===== config.mk =====
export PLATFORM = sky130hd
export DESIGN_NAME = cwdlo_lo_programmer
export DESIGN_NICKNAME = d
export VERILOG_FILES = /design/src/cwdlo_pkg.sv /design/src/cwdlo_pin_sync.sv /design/src/cwdlo_phase_gen.sv /design/src/cwdlo_lo_programmer.sv
export SDC_FILE = /design/constraint.sdc
export NUM_CORES = 1
export LEC_CHECK = 0
export BUFFER_PORTS_ARGS = -buffer_cell sky130_fd_sc_hd__buf_4
export CORE_ASPECT_RATIO = 0.8
export CORE_MARGIN = 4
export CORE_UTILIZATION = 35
export DETAILED_ROUTE_END_ITERATION = 8
export HOLD_SLACK_MARGIN = 0.05
export PLACE_DENSITY_LB_ADDON = 0.05
export SLEW_MARGIN = 20
export SYNTH_ARGS = -nofsm -noshare
export SYNTH_HDL_FRONTEND = slang
export SYNTH_SLANG_ARGS = --single-unit

===== constraint.sdc =====
create_clock -name mclk -period 3.78 [get_ports mclk]
set_clock_uncertainty 0.15 [all_clocks]
set_input_delay 0.567 -clock mclk [delete_from_list [all_inputs] [get_ports mclk]]
set_output_delay 0.567 -clock mclk [all_outputs]
set_load 0.05 [all_outputs]

===== src/cwdlo_pkg.sv =====
// constants and types shared by the cw doppler lo phase programmer
package cwdlo_pkg;
  // channel and serial word geometry
  localparam int NUM_CH = 8, WORD_W = 5, PHASE_W = 4, CHAIN_W = 40;
  // field positions inside one channel word: soft-off at bit 0, phase above it
  localparam int SOFT_OFF_POS = 0, PH_LSB = 1;
  // lanes of the pin synchroniser
  localparam int SYNC_W = 12;
  localparam int LN_SCLK = 0, LN_DIN = 1, LN_LOAD = 2, LN_MIX = 3, LN_CH0 = 4;
  // synchroniser reset image: load line idles high, all else low
  localparam logic [11:0] SYNC_RESET = 12'h004;
  // wishbone register byte offsets
  localparam logic [7:0] REG_CTRL = 8'h00, REG_STATUS = 8'h04;
  localparam logic [7:0] REG_HELD_LO = 8'h08, REG_HELD_HI = 8'h0C;
  localparam logic [7:0] REG_CHAIN_LO = 8'h10, REG_CHAIN_HI = 8'h14;
  // control register fields
  localparam int CTRL_MSL_POS = 0, CTRL_MSH_POS = 1, CTRL_PWRDN_POS = 2;
  // status register fields
  localparam int STAT_EN_LSB = 0, STAT_MODE_LSB = 8, STAT_LOAD_POS = 10;
  localparam int STAT_PWRDN_POS = 11;
  // values after reset
  localparam logic MSEL_RESET = 1'b0, PWRDN_RESET = 1'b0;
  localparam logic [39:0] CHAIN_RESET = 40'h0000000000;
  localparam logic [3:0] CNT_RESET = 4'h0;
  // mode select encodings
  typedef enum logic [1:0] {
    MODE_DIV16 = 2'b00,
    MODE_DIV8 = 2'b01,
    MODE_DIV4 = 2'b10,
    MODE_QUAD = 2'b11
  } cwdlo_mode_t;
  // counter moduli masks and their top-bit weights per mode
  localparam logic [3:0] MASK_16 = 4'hF, MASK_8 = 4'h7, MASK_4 = 4'h3;
  localparam logic [3:0] TOP_16 = 4'h8, TOP_8 = 4'h4, TOP_4 = 4'h2;
endpackage


===== src/cwdlo_pin_sync.sv =====
// three-stage pin synchroniser with agreement filter and edge pulses
`timescale 1ns/100ps
module cwdlo_pin_sync (
  input wire logic mclk,
  input wire logic resetn,
  input wire logic [cwdlo_pkg::SYNC_W-1:0] pin,
  output logic [cwdlo_pkg::SYNC_W-1:0] level,
  output logic [cwdlo_pkg::SYNC_W-1:0] rise,
  output logic [cwdlo_pkg::SYNC_W-1:0] fall
);
  import cwdlo_pkg::*;

  // s1 feeds only s2; the filter looks at s2 and s3
  typedef struct packed {
    logic [SYNC_W-1:0] s1;
    logic [SYNC_W-1:0] s2;
    logic [SYNC_W-1:0] s3;
    logic [SYNC_W-1:0] lvl;
  } cwdlo_sync_t;

  cwdlo_sync_t st;
  cwdlo_sync_t next_st;

  // shift the chain; accept a new level only once s2 and s3 agree
  always_comb begin
    next_st = st;
    next_st.s1 = pin;
    next_st.s2 = st.s1;
    next_st.s3 = st.s2;
    next_st.lvl = (st.s2 & st.s3) | (st.lvl & (st.s2 | st.s3));
  end

  // state register, synchronous reset
  always_ff @(posedge mclk) begin
    if (!resetn) begin
      st <= {4{SYNC_RESET}};
    end else begin
      st <= next_st;
    end
  end

  // pulses lead the level change by one cycle and last one cycle
  assign level = st.lvl;
  assign rise = st.s2 & st.s3 & ~st.lvl;
  assign fall = ~st.s2 & ~st.s3 & st.lvl;
endmodule


===== src/cwdlo_phase_gen.sv =====
// one channel: loadable phase counter dividing its clock into i and q
`timescale 1ns/100ps
module cwdlo_phase_gen (
  input wire logic mclk,
  input wire logic resetn,
  input wire cwdlo_pkg::cwdlo_mode_t mode,
  input wire logic tick,
  input wire logic load,
  input wire logic [cwdlo_pkg::PHASE_W-1:0] code,
  input wire logic chan_on,
  output logic lo_i,
  output logic lo_q
);
  import cwdlo_pkg::*;

  typedef struct packed {
    logic [PHASE_W-1:0] cnt; // phase counter
    logic i; // in-phase lo
    logic q; // quadrature lo
  } cwdlo_gen_t;

  cwdlo_gen_t st;
  cwdlo_gen_t next_st;
  logic [PHASE_W-1:0] mask; // modulus minus one
  logic [PHASE_W-1:0] top; // weight of the output bit

  // modulus per mode
  always_comb begin
    case (mode)
      // sixteen phases from all four bits
      MODE_DIV16: begin
        mask = MASK_16;
        top = TOP_16;
      end
      MODE_DIV8: begin
        mask = MASK_8;
        top = TOP_8;
      end
      // four phases, two top bits dropped
      default: begin
        mask = MASK_4;
        top = TOP_4;
      end
    endcase
  end

  // count, load, and derive i/q; q leads i by a quarter of the modulus
  always_comb begin
    next_st = st;
    if (load) begin
      // quad mode ignores the code; every channel starts at zero
      next_st.cnt = (mode == MODE_QUAD) ? CNT_RESET : (code & mask);
    end else if (tick) begin
      next_st.cnt = (st.cnt + 4'h1) & mask;
    end
    // code steps the phase evenly; off forces low
    next_st.i = chan_on & (|(next_st.cnt & top));
    next_st.q = chan_on & (|(((next_st.cnt + (top >> 1)) & mask) & top));
  end

  always_ff @(posedge mclk) begin
    if (!resetn) begin
      st <= '0;
    end else begin
      st <= next_st;
    end
  end

  assign lo_i = st.i;
  assign lo_q = st.q;
endmodule


===== src/cwdlo_lo_programmer.sv =====
// eight-channel lo phase programmer with serial chain and wishbone control
//
// How it works
// - two select bits pick one of four modes
// - mode one divides mixer clock by sixteen
// - each of eight channels has own phase
// - five-bit chain segment per channel
// - four phase bits, then one enable bit
// - mode two divides mixer clock by eight
// - mode two ignores top phase bit
// - mode three divides channel clock by four
// - mode three ignores two top bits
// - mode four makes quadrature from channel clock
// - one shared chain programs modes one-three
// - modes 1-2 shared clock, 3-4 per-channel
// - chip power-down overrides channel soft enable
// - soft-off kills only that channel's lo
// - soft-off one is off; code sets phase
// - chain end drives serial output pin
//
// The register offsets and the Wishbone interface to the registers are this design's own decisions.
`timescale 1ns/100ps
module cwdlo_lo_programmer (
  input wire logic mclk,
  input wire logic resetn,
  // classic wishbone slave
  input wire logic wb_cyc_i,
  input wire logic wb_stb_i,
  input wire logic wb_we_i,
  input wire logic [7:0] wb_adr_i,
  input wire logic [3:0] wb_sel_i,
  input wire logic [31:0] wb_dat_i,
  output logic [31:0] wb_dat_o,
  output logic wb_ack_o,
  // serial programming pins
  input wire logic serial_clk,
  input wire logic serial_din,
  input wire logic load_n,
  output logic serial_dout,
  // lo clock pins
  input wire logic mixer_clk,
  input wire logic [cwdlo_pkg::NUM_CH-1:0] per_channel_quad_clock,
  // per-channel lo outputs and power
  output logic [cwdlo_pkg::NUM_CH-1:0] lo_i,
  output logic [cwdlo_pkg::NUM_CH-1:0] lo_q,
  output logic [cwdlo_pkg::NUM_CH-1:0] mixer_enable
);
  import cwdlo_pkg::*;

  // all state of the block
  typedef struct packed {
    logic mode_select_high; // upper mode bit
    logic mode_select_low; // lower mode bit
    logic chip_power_down; // overrides every channel
    logic [CHAIN_W-1:0] chain; // live shift chain
    logic [CHAIN_W-1:0] held; // words taken at load
    logic load_pulse; // delayed load toward the counters
    logic ack; // wishbone answer
    logic [31:0] rdata; // read data with the answer
    logic [NUM_CH-1:0] mixer_enable; // mixer and lo buffer power
    logic serial_dout; // chain end toward the next device
  } cwdlo_state_t;

  cwdlo_state_t st;
  cwdlo_state_t next_st;

  // synchronised pins
  logic [SYNC_W-1:0] pin_bus; // raw pins gathered into lanes
  logic [SYNC_W-1:0] pin_lvl; // filtered levels
  logic [SYNC_W-1:0] pin_rise; // one-cycle rising pulses

  // derived controls
  cwdlo_mode_t mode; // decoded mode
  logic shift_en; // one chain step this cycle
  logic load_done; // load line returned high
  logic din_lvl; // serial data level
  logic [NUM_CH-1:0] ch_rise; // per-channel clock edges
  logic [NUM_CH-1:0] tick; // counter step per channel
  logic [NUM_CH-1:0] channel_soft_off; // soft-off bit per channel
  logic [PHASE_W-1:0] phase_code [NUM_CH]; // phase bits per channel
  logic wb_req; // new wishbone request

  // every pin crosses in here; the mixer clock is only a slow
  // edge marker at this clock rate, so real lo rates need a faster core
  assign pin_bus = {per_channel_quad_clock, mixer_clk, load_n, serial_din, serial_clk};

  cwdlo_pin_sync u_sync (
    .mclk (mclk),
    .resetn (resetn),
    .pin (pin_bus),
    .level (pin_lvl),
    .rise (pin_rise),
    .fall ()
  );

  assign mode = cwdlo_mode_t'({st.mode_select_high, st.mode_select_low});

  assign shift_en = pin_rise[LN_SCLK] & pin_lvl[LN_LOAD];
  // the load line must go low first, so its return high is the event
  assign load_done = pin_rise[LN_LOAD];
  assign din_lvl = pin_lvl[LN_DIN];
  assign ch_rise = pin_rise[LN_CH0 +: NUM_CH];

  always_comb begin
    if (mode == MODE_DIV4 || mode == MODE_QUAD) begin
      tick = ch_rise;
    end else begin
      tick = {NUM_CH{pin_rise[LN_MIX]}};
    end
  end

  // one counter per channel, fed from its own word
  genvar c;
  generate
    for (c = 0; c < NUM_CH; c = c + 1) begin : g_ch
      // phase bits above the soft-off bit
      assign channel_soft_off[c] = st.held[c*WORD_W + SOFT_OFF_POS];
      assign phase_code[c] = st.held[c*WORD_W + PH_LSB +: PHASE_W];

      cwdlo_phase_gen u_gen (
        .mclk (mclk),
        .resetn (resetn),
        .mode (mode),
        .tick (tick[c]),
        .load (st.load_pulse),
        .code (phase_code[c]),
        .chan_on (st.mixer_enable[c]),
        .lo_i (lo_i[c]),
        .lo_q (lo_q[c])
      );
    end
  endgenerate

  // a request is new until we have answered it
  assign wb_req = wb_cyc_i & wb_stb_i & ~st.ack;

  // next-state logic
  always_comb begin
    next_st = st;

    // one bit per serial clock rise while load is high, shifted toward the top
    if (shift_en) begin
      next_st.chain = {st.chain[CHAIN_W-2:0], din_lvl};
    end
    // chain top is the daisy-chain output
    next_st.serial_dout = next_st.chain[CHAIN_W-1];

    // the one chain is copied as a whole on load
    if (load_done) begin
      next_st.held = st.chain;
    end
    // counters load one cycle later so they see the new words
    next_st.load_pulse = load_done;

    // power-down wins over the soft enable
    // soft-off removes only that channel's mixer and buffer
    // a set soft-off bit means off
    next_st.mixer_enable = ~channel_soft_off & {NUM_CH{~st.chip_power_down}};

    // wishbone: answer every request one cycle later, drop next cycle
    next_st.ack = wb_req;
    next_st.rdata = 32'h00000000;
    if (wb_req && wb_we_i) begin
      // only the control register takes writes; others ignore them
      if (wb_adr_i == REG_CTRL && wb_sel_i[0]) begin
        next_st.mode_select_low = wb_dat_i[CTRL_MSL_POS];
        next_st.mode_select_high = wb_dat_i[CTRL_MSH_POS];
        next_st.chip_power_down = wb_dat_i[CTRL_PWRDN_POS];
      end
    end else if (wb_req) begin
      // reads: unmapped offsets answer with zero
      if (wb_adr_i == REG_CTRL) begin
        // control bits read back as written
        next_st.rdata[CTRL_MSL_POS] = st.mode_select_low;
        next_st.rdata[CTRL_MSH_POS] = st.mode_select_high;
        next_st.rdata[CTRL_PWRDN_POS] = st.chip_power_down;
      end else if (wb_adr_i == REG_STATUS) begin
        // enables, decoded mode, filtered load level, power-down
        next_st.rdata[STAT_EN_LSB +: NUM_CH] = st.mixer_enable;
        next_st.rdata[STAT_MODE_LSB +: 2] = mode;
        next_st.rdata[STAT_LOAD_POS] = pin_lvl[LN_LOAD];
        next_st.rdata[STAT_PWRDN_POS] = st.chip_power_down;
      end else if (wb_adr_i == REG_HELD_LO) begin
        // loaded words, channels zero to five and two bits of six
        next_st.rdata = st.held[31:0];
      end else if (wb_adr_i == REG_HELD_HI) begin
        // loaded words, top byte only
        next_st.rdata = {24'h000000, st.held[CHAIN_W-1:32]};
      end else if (wb_adr_i == REG_CHAIN_LO) begin
        // live chain, so software can verify a shift before loading
        next_st.rdata = st.chain[31:0];
      end else if (wb_adr_i == REG_CHAIN_HI) begin
        // live chain, top byte only
        next_st.rdata = {24'h000000, st.chain[CHAIN_W-1:32]};
      end
    end
  end

  // state register, synchronous active-low reset
  always_ff @(posedge mclk) begin
    if (!resetn) begin
      st.mode_select_high <= MSEL_RESET;
      st.mode_select_low <= MSEL_RESET;
      st.chip_power_down <= PWRDN_RESET;
      st.chain <= CHAIN_RESET;
      st.held <= CHAIN_RESET;
      st.load_pulse <= 1'b0;
      st.ack <= 1'b0;
      st.rdata <= 32'h00000000;
      // enables come up on the first cycle after release
      st.mixer_enable <= 8'h00;
      st.serial_dout <= 1'b0;
    end else begin
      st <= next_st;
    end
  end

  // outputs from flip-flops; ack is the answer strobe
  assign wb_dat_o = st.rdata;
  assign wb_ack_o = st.ack;
  assign serial_dout = st.serial_dout;
  assign mixer_enable = st.mixer_enable;
endmodule


Word-level counts from Yosys, hierarchy flattened. Index checks and enable logic that the tools add are counted. W data, S select, Z words.

Register bits: 221. Bits of input ports: 61. Word-level logic and storage cells: 193. Output and inout port bits: 58.

Bitwise logic cells: 71. Add/sub/neg operators: 16. Multiplexer cells: 33. Reductions and logical operators: 25. Eq/ne operators: 8.

Operators by type and width (number): $and A4 B4 Y4 (40); $mux W32 (3); $mux W4 (24); $reduce_or A4 Y1 (17); $and A12 B12 Y12 (3); $add A4 B1 Y4 const B (8); $add A4 B3 Y4 (8); $or A12 B12 Y12 (2); $and A1 B1 Y1 (19); $eq A8 B4 Y1 const B (2); $eq A8 B5 Y1 const B (2); $mux W8 (2); $pmux W4 S2 (2); $mux W12 (1); $not A12 Y12 (1); $and A8 B8 Y8 (1); $eq A8 B3 Y1 const B (1); $logic_not A8 Y1 (1); $not A8 Y8 (1); $reduce_or A5 Y1 (1); $eq A2 B2 Y1 const B (2); $not A1 Y1 (4); $mux W3 (1); $reduce_or A3 Y1 (1); 5 further kinds (6).

Logic depth before layout (Yosys ltp).
Depth in word-level cells: 10. Depth in mapped cells: 13. Gate-level depth less buffers: 10.

By module. Synthesis repeated with hierarchy kept, for this count alone.

Cell total of the unflattened synthesis: 1182. Area, all modules: 10724.0 µm².

By module, submodules not included: cwdlo_lo_programmer (cells an instance 564, times used 1, area an instance 5285.1 µm², sequential area each 2502.4 µm²); cwdlo_phase_gen at g_ch[0].u_gen ... (cells an instance 55, times used 7, area an instance 460.4 µm², sequential area each 120.1 µm²); cwdlo_pin_sync (cells an instance 173, times used 1, area an instance 1692.9 µm², sequential area each 960.9 µm²); cwdlo_phase_gen at g_ch[7].u_gen (cells an instance 60, times used 1, area an instance 523.0 µm², sequential area each 120.1 µm²).

Worst setup path before layout. OpenSTA, ideal clock, no wires.

Path kind: flip-flop to flip-flop. From: register st, in the netlist mode[1]. To: register g_ch[5].u_gen.st, in the netlist g_ch[5].u_gen.lo_q. Buffers on the path: 2. Setup slack: 883 ps. Setup time: 62 ps. Arrival time: 2686 ps. Data required time: 3568 ps. Stages on the path, launching flop included: 10. Clock period less this slack: 2897 ps. Cell sequence: dfxtp_1 -> clkbuf_1 -> nand2b_1 -> clkbuf_1 -> inv_1 -> ha_1 -> nand3_1 -> a21oi_1 -> or4_1 -> nand3_1.

Word-level cells in the longest chain between the ends: 10. Elaborated cells on any way between the ends: 18. Those cells by class: add/sub: 1; eq/ne: 3; mux: 6; bitwise: 5; reduce/logical: 3.

RTL lines: start, declared (line cwdlo_lo_programmer.sv:64) `cwdlo_state_t st;`; start signal, assigned (line cwdlo_lo_programmer.sv:214) `st <= next_st;`; $eq A2 B1 Y1 (tied with other cells) (line cwdlo_phase_gen.sv:29) `case (mode)`; $pmux W4 S2 / $logic_or A1 B1 Y1 (equally long branches) (line cwdlo_phase_gen.sv:29, cwdlo_lo_programmer.sv:105); $and A4 B4 Y4 (tied with other cells) (line cwdlo_phase_gen.sv:54) `next_st.cnt = (st.cnt + 4'h1) & mask;`; $mux W4, on equally long branches (line cwdlo_phase_gen.sv:53, cwdlo_phase_gen.sv:52); $mux W4 (line cwdlo_phase_gen.sv:50) `if (load) begin`; $add A4 B3 Y4 (line cwdlo_phase_gen.sv:58) `next_st.q = chan_on & (|(((next_st.cnt + (top >> 1)) & mask) & top));`; $and A4 B4 Y4 (line cwdlo_phase_gen.sv:58); $and A4 B4 Y4 * (line cwdlo_phase_gen.sv:58); $reduce_or A4 Y1 * (line cwdlo_phase_gen.sv:58); $and A1 B1 Y1 * (line cwdlo_phase_gen.sv:58); end signal, assigned (line cwdlo_phase_gen.sv:65) `st <= next_st;`; end, declared (line cwdlo_phase_gen.sv:22) `cwdlo_gen_t st;`.

Every way passes the cells marked *; elsewhere a longest branch is shown, timed or not. A chain may end at the register's enable or synchronous reset.

==> results by group <==
Placement
  – HPWL Detailed: 20.3 mm
  – Placer Congestion: 0.816
  – DP Worst Slack: 0.529 ns
  – PortBufs: 86

Power and ir drop
  – Peak supply drop: 0.000304 V
  – Cell Pwr Density: 405 nW/µm²
  – Leak: ~0.0045 µW

Drt
  – Post-DR wirelength/cell: 18.0 µm
  – DR DRC count: 0
  – Via density: around 5.1
  – Drt pass-1 iters: 5
  – Antenna viol nets, final: 0
  – Vias: between 8000 and 9000
  – Initial DRC count: between 500 and 600
  – Final wirelength: approximately 30 mm

Synthesis
  – Cells after Synth: 1227
  – Synthesized area: about 11000 µm²
  – Syn Nets: between 1000 and 1500
  – Synth async-reset ratio: 0
  – Top cell type's share of synthesized area: 0.419
  – Synthesized flop and latch total: between 200 and 250
  – Post-synth top flop: dfxtp_1
  – Post-synthesis cell type count: 54
  – Synth area leaders: dfxtp_1, nand2_1, a21boi_0, buf_4, and2_1
  – Syn Area/Cell: 8.60 µm²
  – Post-synth EDFFs: 0
  – Synth Warn #: 0
  – Register area share after synthesis: 0.419
  – Yosys top cell by area: dfxtp_1

GRT
  – GR Overflow Total: 0
  – GRT Total Usage: 0.176
  – Vias in the first global route: 8022
  – Pin count of the biggest net entering global routing: 109
  – First-pass GRT wire length: between 40 and 50 mm
  – Initial antenna violation count: 0

Worst setup path
  – Critical Path End Type: flop
  – Required time of the critical path: ~4.1 ns
  – Most used cell, CP: nand3_1
  – R2r setup slk: 0.55 ns
  – CP Max Fanout: 32
  – RR Startpoint: mode[1]
  – Slowest cell on crit path: dfxtp_2
  – Crit path arrival time: 3.55 ns
  – Crit Path Class: reg -> reg
  – Crit path largest cell delay: 0.72 ns
  – CP bufs+invs: 2
  – Worst reg2reg endpoint: g_ch[0].u_gen.lo_q
  – Crit path cell chain: nand4bb_1 -> buf_12 -> nand2_1 -> mux2i_1 -> a2bb2oi_1 -> inv_1 -> ha_1 -> nand3_1 -> o21ai_0 -> or4_1 -> nand3_1
  – CP top delay family: simple AND/OR/NAND/NOR gates
  – Reg2reg path depth: 11
  – Startpoint Class: flop

STA
  – RSZ-0062 raised after global routing: false
  – Final WS setup: 0.549 ns
  – Final period util: 0.855
  – Setup_tns: 0 ns
  – Final hold vios: 0
  – Max Freq: between 300 and 400 MHz
  – Final setup vio count: 0
  – Slew @ Worst Pin: about 0.94 ns
  – Final Slew Violations: 0
  – Tmin final: roughly 3.2 ns
  – Max transition margin: 0.372

Clock tree
  – Clock latency on the worst-skew pair: 0.52 ns
  – Cts bufs inserted: 25
  – Max Root-Sink Buffers: 3
  – Post_cts resized: 0
  – Clock transition at path regs: 0.06 ns
  – CTS H-tree depth: 1
  – Clock tree sinks: 221
  – Hold Buf Count CTS: 0
  – Postcts setup bufs: 0
  – CTS tree: yes
  – Root Driver: clkbuf_16

Floorplan
  – Die W: 202 µm
  – Ports: 119
  – Starting density of the core: 0.358
  – Number of cell rows: 56
  – Die Footprint: roughly 33000 µm²
  – Die height: 163 µm
  – Core area: 29500 µm²

Cells and area
  – Area Growth Syn to Fin: 13.1%
  – Share of layout cells above drive strength 1: 0.139
  – N_diodes: 0
  – Final Net Count: 1327
  – Layout fillers: 3067

Hold path
  – Hold Crit Endpoint: u_sync.next_st[26]
  – Hold_sp: load_n
  – Hold Path Stages: 2
  – Hold Path Class: in -> reg

Run
  – Max_cap viols: 0

Outcome
  – Status: finished clean
## worst register-to-register path, delay by kind of cell, from the launching register on
kind | cells | cell delay (ns)
simple gates | 5 | 0.99
flops | 1 | 0.72
compound gates | 2 | 0.53
buf+inv | 2 | 0.31
fa+ha+maj | 1 | 0.30
mux | 1 | 0.19
## flip-flops by register name, summed over array words and instances, names as in the netlist
| name | flops |
|---|---|
| g_ch.u_gen.lo_i | 8 |
| u_sync.level | 12 |
| phase_code | 32 |
| mixer_enable | 8 |
| mode | 2 |
| channel_soft_off | 8 |
| u_sync.next_st | 24 |
| wb_ack_o | 1 |
| wb_dat_o | 32 |
| st | 42 |
| g_ch.u_gen.st | 32 |
| g_ch.u_gen.lo_q | 8 |
| u_sync.st | 12 |
## synthesized netlist by cell type (10+ instances only)
| cell | n |
|---|---|
| nand2b_1 | 10 |
| o21ai_0 | 46 |
| buf_4 | 61 |
| nand2_1 | 232 |
| inv_1 | 13 |
| buf_2 | 12 |
| a32oi_1 | 13 |
| xor2_1 | 16 |
| or4_1 | 17 |
| a21boi_0 | 92 |
| and2_1 | 60 |
| nand3_1 | 55 |
| a21oi_1 | 28 |
| nor2b_1 | 28 |
| clkbuf_1 | 58 |
| a22oi_1 | 25 |
| nor2_1 | 58 |
| nand4b_1 | 17 |
| dfxtp_1 | 221 |
| ha_1 | 24 |
## layout by cell type, fill, tap and decap left out, types with 13 or more instances in the layout
cell,n
inv_1,13
or4_1,17
ha_1,24
nand2_1,232
a22oi_1,25
o21ai_0,46
nor2b_1,28
a32oi_1,13
nand4b_1,17
a21oi_1,28
xor2_1,16
nand3_1,55
dfxtp_1,220
buf_4,115
and2_1,60
clkbuf_16,25
a21boi_0,92
nor2_1,57
## area by class of cell
cell class,instances,area [µm²],area share
Sequential cell,221,4430,0.371
Timing Repair Buffer,116,883,0.0740
Tap cell,406,508,0.0426
Multi-Input combinational cell,856,5310,0.445
Inverter,14,52.6,0.00440
Clock inverter,9,77.6,0.00650
Clock buffer,32,672,0.0563
## metal layers
metal | global-route usage | share of wire
met5 | 0 | 0
met4 | 0.0379 | 0.020
met3 | 0.0260 | 0.037
met2 | 0.276 | 0.43
met1 | 0.259 | 0.52
## how the worst max path moves through the flow
stage	endpoint	start	cells past startpoint	slack, ns
detailed placement	g_ch[0].u_gen.lo_q	mode[1]	11	0.53
CTS	g_ch[0].u_gen.lo_q	mode[1]	11	0.53
finish	g_ch[0].u_gen.lo_q	mode[1]	11	0.55
floorplan	g_ch[5].u_gen.lo_q	mode[1]	9	0.88
global placement	g_ch[0].u_gen.lo_q	mode[1]	11	0.57
global route	g_ch[1].u_gen.lo_q	mode[1]	11	0.26
## power by group
| group | internal, µW | leakage [µW] | total, µW | switching, µW |
|---|---|---|---|---|
| Sequential | 2350 | 0.00179 | 2370 | 21.4 |
| Clock | 1310 | 0.000362 | 2290 | 973 |
| Combinational | 68.4 | 0.00231 | 170 | 101 |
| Total | 3730 | 0.00446 | 4830 | 1100 |
## metrics by stage
stage / utilization / total power (µW) / cells / cell area, µm² / hold WS, ns
after floorplan: - / 2530 / 1227 / 10600 / 0.236
after global placement: 0.379 / 2600 / 1613 / 11200 / 0.239
after detailed placement: 0.379 / 2600 / 1613 / 11200 / 0.246
after CTS: 0.405 / 4910 / 1654 / 11900 / 0.0591
after global routing: 0.405 / 5010 / 1654 / 11900 / 0.0843
final: 0.405 / 4830 / 1654 / 11900 / 0.0855
## kinds of logic (layout without fill, tap and decap cells)
family / after synthesis / in the layout / share of synthesized area
compound gates: 275 / 275 / 0.184
xor+xnor: 16 / 16 / 0.0133
fa+ha+maj: 32 / 32 / 0.0436
buf+inv: 150 / 171 / 0.0779
flops: 221 / 221 / 0.419
mux: 12 / 12 / 0.0117
simple gates: 521 / 521 / 0.250
(Power assumes the default switching activity.)
